$ cat config.mk
export PLATFORM = sky130hd
export DESIGN_NAME = dlpi_host
export DESIGN_NICKNAME = d
export VERILOG_FILES = /design/src/design/dlpi_pkg.sv /design/src/design/dlpi_host.sv
export SDC_FILE = /design/constraint.sdc
export NUM_CORES = 1
export LEC_CHECK = 0
export ABC_CLOCK_PERIOD_IN_PS = 2250
export BUFFER_PORTS_ARGS = -buffer_cell sky130_fd_sc_hd__buf_2
export CELL_PAD_IN_SITES_DETAIL_PLACEMENT = 2
export CELL_PAD_IN_SITES_GLOBAL_PLACEMENT = 2
export CORE_ASPECT_RATIO = 1.1
export CORE_MARGIN = 1.5
export CORE_UTILIZATION = 31
export DETAILED_ROUTE_END_ITERATION = 6
export PLACE_DENSITY = 0.73
export SKIP_LAST_GASP = 1
export SLEW_MARGIN = 30
export SYNTH_ARGS = -nofsm -noshare
export SYNTH_HDL_FRONTEND = slang
export SYNTH_SLANG_ARGS = --single-unit
$ cat constraint.sdc
create_clock -name clock -period 2.25 [get_ports clock]
set_input_delay 0.3375 -clock clock [delete_from_list [all_inputs] [get_ports clock]]
set_output_delay 0.3375 -clock clock [all_outputs]
set_load 0.05 [all_outputs]
$ cat src/design/dlpi_pkg.sv
package dlpi_pkg;
  localparam int ADDR_W = 8;
  localparam int NUM_TAPS = 256;
  // pin timing in ns, clock period 5 ns
  localparam int CLK_NS = 5;
  localparam int CLK_HALF_NS = 15;        // serial clock phase, >= 10 ns
  localparam int ENABLE_SETUP_NS = 20;    // enable setup / out valid
  localparam int PARALLEL_SETTLE_NS = 40;
  localparam int ENABLE_SETTLE_NS = 45;
  localparam int ENABLE_WIDTH_NS = 10;
  localparam int HALF_CYC = (CLK_HALF_NS + CLK_NS - 1) / CLK_NS;
  localparam int SETUP_CYC = (ENABLE_SETUP_NS + CLK_NS - 1) / CLK_NS;
  localparam int PSETTLE_CYC = (PARALLEL_SETTLE_NS + CLK_NS - 1) / CLK_NS;
  localparam int ESETTLE_CYC = (ENABLE_SETTLE_NS + CLK_NS - 1) / CLK_NS;
  localparam int EWIDTH_CYC = (ENABLE_WIDTH_NS + CLK_NS - 1) / CLK_NS;
  // input idle time before an update: set for the longest delay, cycles
  localparam int IDLE_CYC = 800;
  localparam int CNT_W = 10;
  localparam logic [1:0] OP_TRANSPARENT = 2'h0;
  localparam logic [1:0] OP_LATCHED = 2'h1;
  localparam logic [1:0] OP_SERIAL = 2'h2;
  localparam logic [7:0] ADDR_RESET = 8'h00;
  typedef enum logic [2:0] {
    DLPI_IDLE, DLPI_QUIET, DLPI_SETUP, DLPI_SHIFT_LO, DLPI_SHIFT_HI,
    DLPI_HOLD, DLPI_SETTLE
  } dlpi_state_t;
endpackage : dlpi_pkg

$ cat src/design/dlpi_host.sv
`timescale 1ns/1ps
// Notes on behaviour
// - hold delayed input idle before address change
// - wait settling time before input toggles again
// - host registers the value driven on pins
// - cascade sends eight bits per device
// - readback must be shifted back before enable falls; the host does so only when req_restore is set
module dlpi_host (
  // clock and reset
  input  wire logic                        clock,
  input  wire logic                        sys_rst,
  // user request
  input  wire logic                        req_valid,
  input  wire logic [1:0]                  req_op,
  input  wire logic [dlpi_pkg::ADDR_W-1:0] req_addr,
  input  wire logic                        req_restore,
  output logic                             req_ready,
  output logic                             done,
  output logic [dlpi_pkg::ADDR_W-1:0]      read_addr,
  // delayed signal gating
  output logic                             signal_hold,
  // device pins
  output logic                             delay_mode_select,
  output logic                             address_enable,
  output logic [dlpi_pkg::ADDR_W-1:0]      parallel_program_pins,
  output logic                             serial_shift_clock,
  output logic                             serial_data_in,
  input  wire logic                        serial_data_out
);
  import dlpi_pkg::*;

  dlpi_state_t          state;
  logic [CNT_W-1:0]     cnt;
  logic [2:0]           bit_idx;
  logic [1:0]           op;
  logic                 restore;
  logic [ADDR_W-1:0]    tx;
  logic [ADDR_W-1:0]    rx;
  logic                 so_meta;
  logic                 so_sync;
  logic                 pass2;
  logic                 sclk_prev;
  logic [4:0]           rise_cnt;
  logic [CNT_W-1:0]     hold_age;

  // the device's output is a pin, so it is synchronised
  always_ff @(posedge clock) begin
    if (sys_rst) begin
      so_meta <= 1'b0;
      so_sync <= 1'b0;
    end else begin
      so_meta <= serial_data_out;
      so_sync <= so_meta;
    end
  end

  always_ff @(posedge clock) begin
    if (sys_rst) begin
      state <= DLPI_IDLE;
      cnt <= '0;
    end else begin
      unique case (state)
        DLPI_IDLE: if (req_valid) begin
          state <= DLPI_QUIET;
          cnt <= CNT_W'(IDLE_CYC - 1);
        end
        DLPI_QUIET: if (cnt == '0) begin
          state <= DLPI_SETUP;
          cnt <= (op == OP_SERIAL) ? CNT_W'(SETUP_CYC - 1)
                 : CNT_W'(EWIDTH_CYC - 1);
        end else cnt <= cnt - 1'b1;
        DLPI_SETUP: if (cnt == '0) begin
          if (op == OP_SERIAL) begin
            state <= DLPI_SHIFT_LO;
            cnt <= CNT_W'(HALF_CYC - 1);
          end else begin
            state <= DLPI_SETTLE;
            // enable falls one cycle after entry, so latched counts one more
            cnt <= (op == OP_TRANSPARENT) ? CNT_W'(PSETTLE_CYC - 1)
                   : CNT_W'(ESETTLE_CYC);
          end
        end else cnt <= cnt - 1'b1;
        DLPI_SHIFT_LO: if (cnt == '0) begin
          state <= DLPI_SHIFT_HI;
          cnt <= CNT_W'(HALF_CYC - 1);
        end else cnt <= cnt - 1'b1;
        DLPI_SHIFT_HI: if (cnt == '0) begin
          // a restore reads eight, then writes them back before enable falls
          state <= (bit_idx == 3'h0 && !(restore && !pass2)) ? DLPI_HOLD
                   : DLPI_SHIFT_LO;
          cnt <= CNT_W'(HALF_CYC - 1);
        end else cnt <= cnt - 1'b1;
        DLPI_HOLD: if (cnt == '0) begin
          state <= DLPI_SETTLE;
          cnt <= CNT_W'(ESETTLE_CYC);
        end else cnt <= cnt - 1'b1;
        DLPI_SETTLE: if (cnt == '0) state <= DLPI_IDLE;
        else cnt <= cnt - 1'b1;
      endcase
    end
  end

  // request capture
  always_ff @(posedge clock) begin
    if (sys_rst) begin
      op <= OP_TRANSPARENT;
      restore <= 1'b0;
    end else if (state == DLPI_IDLE && req_valid) begin
      op <= req_op;
      restore <= req_restore;
    end
  end

  // pins move only after the quiet time, else the line could glitch
  always_ff @(posedge clock) begin
    if (sys_rst) begin
      parallel_program_pins <= ADDR_RESET;
    end else if (state == DLPI_QUIET && cnt == '0 && op != OP_SERIAL) begin
      parallel_program_pins <= tx;
    end
  end

  // serial shifter, msb first; rx samples just before each rising edge of the first pass
  always_ff @(posedge clock) begin
    if (sys_rst) begin
      tx <= ADDR_RESET;
      rx <= ADDR_RESET;
      bit_idx <= 3'h7;
      pass2 <= 1'h0;
    end else if (state == DLPI_IDLE && req_valid) begin
      tx <= req_addr;
      bit_idx <= 3'h7;
      pass2 <= 1'h0;
    end else if (state == DLPI_SHIFT_LO && cnt == '0 && !pass2) begin
      rx <= {rx[ADDR_W-2:0], so_sync};
    end else if (state == DLPI_SHIFT_HI && cnt == '0) begin
      // the read is destructive, so the second pass sends it back
      if (bit_idx == 3'h0 && restore && !pass2) begin
        tx <= rx;
        pass2 <= 1'h1;
      end else begin
        tx <= {tx[ADDR_W-2:0], 1'b0};
      end
      bit_idx <= bit_idx - 1'b1;
    end
  end

  // pin drive: mode select is a level, enable shape picks the mode
  always_ff @(posedge clock) begin
    if (sys_rst) begin
      delay_mode_select <= 1'b1;
      address_enable <= 1'b1;
      serial_shift_clock <= 1'b0;
      serial_data_in <= 1'b0;
    end else begin
      if (state == DLPI_QUIET && cnt == '0)
        delay_mode_select <= (op != OP_SERIAL);
      unique case (state)
        // enable keeps its level until the quiet time is over
        DLPI_IDLE, DLPI_QUIET: address_enable <= address_enable;
        DLPI_SETUP: address_enable <= 1'b1;
        DLPI_SHIFT_LO, DLPI_SHIFT_HI: address_enable <= 1'b1;
        DLPI_HOLD:  address_enable <= 1'b1;
        DLPI_SETTLE: address_enable <= (op == OP_TRANSPARENT);
      endcase
      serial_shift_clock <= (state == DLPI_SHIFT_HI);
      serial_data_in <= tx[ADDR_W-1];
    end
  end

  // hold the delayed signal through the update and settling
  always_ff @(posedge clock) begin
    if (sys_rst) begin
      signal_hold <= 1'b0;
      req_ready <= 1'b0;
      done <= 1'b0;
      read_addr <= ADDR_RESET;
    end else begin
      signal_hold <= (state != DLPI_IDLE) && !(state == DLPI_SETTLE
                     && cnt == '0);
      req_ready <= (state == DLPI_IDLE) && !req_valid;
      done <= (state == DLPI_SETTLE) && (cnt == '0);
      if (state == DLPI_SETTLE && cnt == '0 && op == OP_SERIAL)
        read_addr <= rx;
    end
  end

  // cycles the delayed input has been held so far
  always_ff @(posedge clock) begin
    if (sys_rst || !signal_hold) begin
      hold_age <= '0;
    end else if (hold_age != '1) begin
      hold_age <= hold_age + 1'b1;
    end
  end

  // serial clock rises within one request
  always_ff @(posedge clock) begin
    if (sys_rst || state == DLPI_IDLE) begin
      sclk_prev <= 1'h0;
      rise_cnt <= 5'h00;
    end else begin
      sclk_prev <= serial_shift_clock;
      if (serial_shift_clock && !sclk_prev)
        rise_cnt <= rise_cnt + 5'h01;
    end
  end

  AST_SERIAL_ENABLE: assert property (
    @(posedge clock) disable iff (sys_rst)
    serial_shift_clock |-> address_enable)
    else $error("serial clock pulsed with enable low");
  AST_HOLD_QUIET: assert property (
    @(posedge clock) disable iff (sys_rst)
    $rose(signal_hold) |-> signal_hold[*8])
    else $error("signal hold released early");
  AST_DONE_IDLE: assert property (
    @(posedge clock) disable iff (sys_rst)
    done |=> !signal_hold)
    else $error("hold still set after done");
  AST_MODE_LEVEL: assert property (
    @(posedge clock) disable iff (sys_rst)
    (state == DLPI_SHIFT_HI) |-> !delay_mode_select)
    else $error("mode select high during shift");
  AST_PINS_QUIET: assert property (
    @(posedge clock) disable iff (sys_rst)
    $changed(parallel_program_pins) |-> hold_age >= CNT_W'(IDLE_CYC - 1))
    else $error("program pins moved before the quiet time");
  AST_MODE_QUIET: assert property (
    @(posedge clock) disable iff (sys_rst)
    $changed(delay_mode_select) |-> hold_age >= CNT_W'(IDLE_CYC - 1))
    else $error("mode select moved before the quiet time");
  AST_SETTLE_HOLD: assert property (
    @(posedge clock) disable iff (sys_rst)
    $fell(address_enable) |=> signal_hold[*8])
    else $error("hold released before enable settling");
  AST_BIT_COUNT: assert property (
    @(posedge clock) disable iff (sys_rst)
    ($fell(address_enable) && !delay_mode_select) |->
      (rise_cnt[2:0] == 3'h0 && rise_cnt != 5'h00))
    else $error("serial frame not a multiple of eight bits");
endmodule : dlpi_host

[Word level (Yosys, flattened, before mapping)]
Cells that the tools add are included.
Cells by class
  $add $sub $neg: 2
  equality and inequality tests: 17
  muxes and demuxes: 25
  bitwise operators: 2
  reductions and logical operators: 34
Operator list (count)
  10-bit two-way mux: 6
  10-bit one-hot mux with 6 select lines: 1
  8-bit two-way mux: 4
  3-bit two-way mux: 9
  3-bit one-hot mux with 7 select lines: 1
  1-bit logical AND: 14
  2-bit != test, second input constant: 6
  10-bit logical NOT: 1
  10-bit by 1-bit subtractor with 10-bit output, second input constant: 1
  3-bit == test, second input constant: 3
  4-bit two-way mux: 2
  2-bit by 1-bit != test with 1-bit output, second input constant: 4
  2-bit AND reduction: 4
  7-bit AND reduction: 1
  3-bit by 2-bit == test with 1-bit output, second input constant: 2
  3-bit logical NOT: 2
  2-bit OR reduction: 3
  1-bit logical NOT: 4
  4-bit OR reduction: 1
  3-bit by 1-bit == test with 1-bit output, second input constant: 1
  3-bit AND reduction: 1
  3-bit nonzero test: 1
  3-bit by 1-bit subtractor with 3-bit output, second input constant: 1
  2-bit == test, second input constant: 1
  other kinds (5): 6
Word-level totals
  register bits after elaboration: 61
  input bits: 15
  output and inout port bits: 23
  word-level logic and storage cells: 99

[Longest topological paths before layout]
  word-level depth: 7
  mapped depth: 9
  depth with buffers taken out: 6

[Worst setup path before layout]
OpenSTA, ideal clock, no wires.
  kind: reg2reg
  start: register cnt[0]
  end: register tx[1]
  setup time: 62 ps
  data arrival time: 2271 ps
  required time: 2188 ps
  slack: -83 ps
  stages on the path, launching flop included: 9
  path buffers: 2
  clock period less this slack: 2333 ps
  path through: dfxtp_1 > inv_1 > ha_1 > or4b_4 > buf_6 > or4_1 > buf_2 > or4_1 > nand3_1
On the way
  word-level cells in the longest chain between the ends: 5
  elaborated cells on any way between the ends: 7
  those cells by class: eq/ne: 1; reduce/logical: 6
RTL lines
  start, declared: line dlpi_host.sv:33  | logic [CNT_W-1:0] cnt;
  start signal, assigned: line dlpi_host.sv:65  | cnt <= CNT_W'(IDLE_CYC - 1);
  start signal, assigned: line dlpi_host.sv:69  | cnt <= (op == OP_SERIAL) ? CNT_W'(SETUP_CYC - 1)
  start signal, assigned: line dlpi_host.sv:71  | end else cnt <= cnt - 1'b1;
  10-bit logical NOT *: line dlpi_host.sv:134, dlpi_host.sv:136
  1-bit logical AND (2 in a row): line dlpi_host.sv:134  | end else if (state == DLPI_SHIFT_LO && cnt == '0 && !pass2) begin
  2-bit != test (no source line)
  2-bit AND reduction (no source line) *
  end signal, assigned: line dlpi_host.sv:131  | tx <= req_addr;
  end signal, assigned: line dlpi_host.sv:139  | tx <= rx;
  end signal, assigned: line dlpi_host.sv:142  | tx <= {tx[ADDR_W-2:0], 1'b0};
  end, declared: line dlpi_host.sv:37  | logic [ADDR_W-1:0] tx;
Every way passes the cells marked *; elsewhere a longest branch is shown, timed or not.
A chain may end at the register's enable or synchronous reset.

[Final worst setup path]
  start: register cnt[0]
  end: register parallel_program_pins[2] (netlist name)
On the way
  word-level cells in the longest chain between the ends: 3
RTL lines
  10-bit logical NOT: line dlpi_host.sv:118  | end else if (state == DLPI_QUIET && cnt == '0 && op != OP_SERIAL) begin
  1-bit logical AND (2 in a row): line dlpi_host.sv:118
  end signal, assigned: line dlpi_host.sv:119  | parallel_program_pins <= tx;
  end, declared: line dlpi_host.sv:25  | output logic [dlpi_pkg::ADDR_W-1:0] parallel_program_pins,
Every way passes these cells.

==> results.sh <==
export IMPL_crit_slowest_cell="or4b_4"
export IMPL_clock_skew_ps=11.52
export IMPL_max_freq_mhz=451.7
export IMPL_grt_util_met3=0.04011
export IMPL_hold_ws_ps=195.2
export IMPL_syn_area_per_cell_um2=8.333
export IMPL_synth_fp_nets=381
export IMPL_cp_max_fo=5
export IMPL_leakage_nw=1.507
export IMPL_seq_area_frac_synth=0.4048
export IMPL_drc=0
export IMPL_fill_cells=1067
export IMPL_synth_seq_cells=61
export IMPL_antenna_left=0
export IMPL_synth_top_area_frac=0.4048
export IMPL_grt_usage=0.2189
export IMPL_setup_slack_ps=36.01
export IMPL_ir_drop_mv=0.4050
export IMPL_ys_top_cells_by_count="61 x dfxtp_1, 39 x a21oi_1, 28 x nand3_1"
export IMPL_initialDrtViolationCount=99
export IMPL_path_cells="inv_2 -> ha_4 -> or4b_4 -> buf_4 -> nor4_4 -> clkdlybuf4s15_2 -> nand3_1 -> a21oi_1"
export IMPL_fp_dieW_um=97.06
export IMPL_busiest_layer="met2"
export IMPL_powerDensity_mw_per_mm2=817.2
export IMPL_instances_no_fill=541
export IMPL_grt_pass1_vias=3336
export IMPL_dpl_hpwl_um=7666
export IMPL_drt_pass1_iterations=4
export IMPL_syn_inst=362
export IMPL_port_buffers=37
export IMPL_core_mm2=0.009398
export IMPL_pre_cts_ws_ps=-13.13
export IMPL_synth_area_mm2=0.003017
export IMPL_final_net_count=438
export IMPL_dieHeight_um=106.5
export IMPL_crit_type="reg -> reg"
export IMPL_hold_path_class="in -> reg"
export IMPL_antenna_found_initial=0
export IMPL_vias_per_cell=5.786
export IMPL_worstSetupStartpointType="flop"
export IMPL_dp_cells=522
export IMPL_total_power_mw=3.116
export IMPL_slew_violations=0
export IMPL_yosys_top_cells_area="dfxtp_1 40%, a21oi_1 6.5%, mux2i_1 5.0%"
export IMPL_route_vias_total=3130
export IMPL_synth_distinct_cells=51
export IMPL_numCtsBuffers=9
export IMPL_async_flop_share=0
export IMPL_period_minus_slack_ps=2214
export IMPL_start_util=0.3210
export IMPL_rows=37
export IMPL_grt_setup_unrepaired="true"
export IMPL_clockBufferDepth=2
export IMPL_grtUsageMet1=0.2573
export IMPL_final_hold_viol_count=0
export IMPL_wl_per_cell_um=20.73
export IMPL_die_area_mm2=0.01033
export IMPL_root_buffer="clkbuf_8"
export IMPL_place_gp_congestion=0.8546
export IMPL_slowest_delay_ps=500
export IMPL_status="complete, no violations"
export IMPL_crit_required_ps=2530
export IMPL_worstSetupEndpointType="flop"
export IMPL_arrival_ps=2500
export IMPL_antenna_cells=0
export IMPL_yosys_warnings=0
export IMPL_synth_most_common_cell="dfxtp_1"
export IMPL_io_pins=38
export IMPL_wirelength_um=11220
export IMPL_max_cap_violations=0
export IMPL_htree_levels=3
export IMPL_grt_pass1_wl_um=17640
export IMPL_grt_max_degree=44
export IMPL_drive_gt1_frac=0.2642
export IMPL_clkTransAtPathRegs_ps=80
export IMPL_setup_viol=0
export IMPL_cts_sinks=61
export IMPL_synth_top_cell_by_area="dfxtp_1"
export IMPL_synth_flop_cell="dfxtp_1"
export IMPL_tritoncts="yes"
export IMPL_gr_usage_met2=0.3971
export IMPL_synth_edf_count=0
export IMPL_tightest_slew_ps=745.4
export IMPL_gr_total_overflow=0
export IMPL_clkLatencyLatePin_ps=360
export IMPL_slew_headroom=0.5031
export IMPL_hold_buffers=0
export IMPL_syn_to_final_growth_pct=26.38
export IMPL_min_period_over_period=0.9840
## layout make-up
type | instances | area [um2] | share of cell area
sequential | 61 | 1224 | 0.3210
multi-input combinational | 262 | 1692 | 0.4437
inverter | 8 | 30.03 | 0.007877
timing repair buffer | 77 | 489.2 | 0.1283
clock inverter | 6 | 93.84 | 0.02461
clock buffer | 10 | 137.6 | 0.03610
tap | 117 | 146.4 | 0.03840
## worst max-delay path: cells and delay by family, from the launching register on
family | cells | cell delay, ps
compound gates | 1 | 160
fa+ha+maj | 1 | 130
buf+inv | 3 | 630
flops | 1 | 340
simple gates | 3 | 860
## report_power, final
| part | leakage (nW) | total, mW | switching, mW | internal [mW] |
|---|---|---|---|---|
| clock | 0.113 | 1.18 | 0.518 | 0.664 |
| combinational | 0.896 | 0.741 | 0.466 | 0.275 |
| sequential | 0.497 | 1.19 | 0.0533 | 1.14 |
## logic make-up (layout without fill, tap and decap cells)
family	count (synthesis)	count (layout)	share of synthesized area
adders and majority gates	4	4	0.01659
AOI/OAI and AO/OA	104	104	0.2111
and+or+nand+nor	138	138	0.2609
muxes	15	15	0.04977
xor gates and xnor gates	1	1	0.002904
DFF	61	61	0.4048
buffers and inverters	39	101	0.05392
## flip-flops by register name (all words and copies together), names as in the netlist, 2 cells and up
signal	flops
bit_idx	3
cnt	10
rx	8
read_addr	8
op	2
parallel_program_pins	8
tx	8
state	3
## layout by cell type, fill, tap and decap left out, types with 3 or more instances in the layout
cell type / netlist / layout
o21ai_1: 1 / 3
o211ai_1: 5 / 5
buf_4: 0 / 39
a21oi_1: 39 / 39
nand2_1: 16 / 16
a211oi_1: 5 / 5
buf_2: 1 / 37
nand2b_1: 4 / 4
inv_1: 8 / 6
nor2_1: 23 / 23
dfxtp_1: 61 / 59
mux2i_1: 15 / 15
nand4b_1: 6 / 6
a311oi_1: 5 / 5
a31oi_1: 6 / 6
nor2b_1: 6 / 6
nand3b_1: 7 / 7
ha_1: 4 / 3
nand3_1: 28 / 28
clkbuf_8: 0 / 10
o21ai_0: 25 / 22
nand4_1: 3 / 3
or4_1: 9 / 8
nor3_1: 10 / 9
or3_1: 5 / 5
nor3b_1: 3 / 3
o31ai_1: 5 / 5
## metrics by stage
stage          utilization  setup TNS, ps  area (um2)
2_1_floorplan            -              0        3042
3_3_place_gp        0.3751              0        3525
3_5_place_dp        0.3751         -16.24        3525
4_1_cts             0.3997              0        3756
5_1_grt             0.4057         -370.2        3812
6_report            0.4057              0        3812
## metal layers
| metal | vias up | wire [um] |
|---|---|---|
| met2 | 50 | 5763 |
| li1 | 1464 | - |
| met5 | - | 0 |
| met3 | 18 | 287 |
| met4 | 0 | 211 |
| met1 | 1598 | 4955 |
## timing repair
item,CTS,global route
pin swaps,1,2
endpoints found under the setup margin,7,14
gates cloned,0,1
setup buffers,0,2
resized for setup,0,8
## path summary, 6_finish.rpt
kind	start	endpoint	slack, ps	cells after the start
worst max-delay path	cnt[0]	parallel_program_pins[2]	40	8
worst max register to register	cnt[0]	parallel_program_pins[2]	40	8
worst min register to register	so_meta	so_sync	460	1
worst min-delay path	serial_data_out	so_meta	200	2
Power figures use the tool's default switching activity.
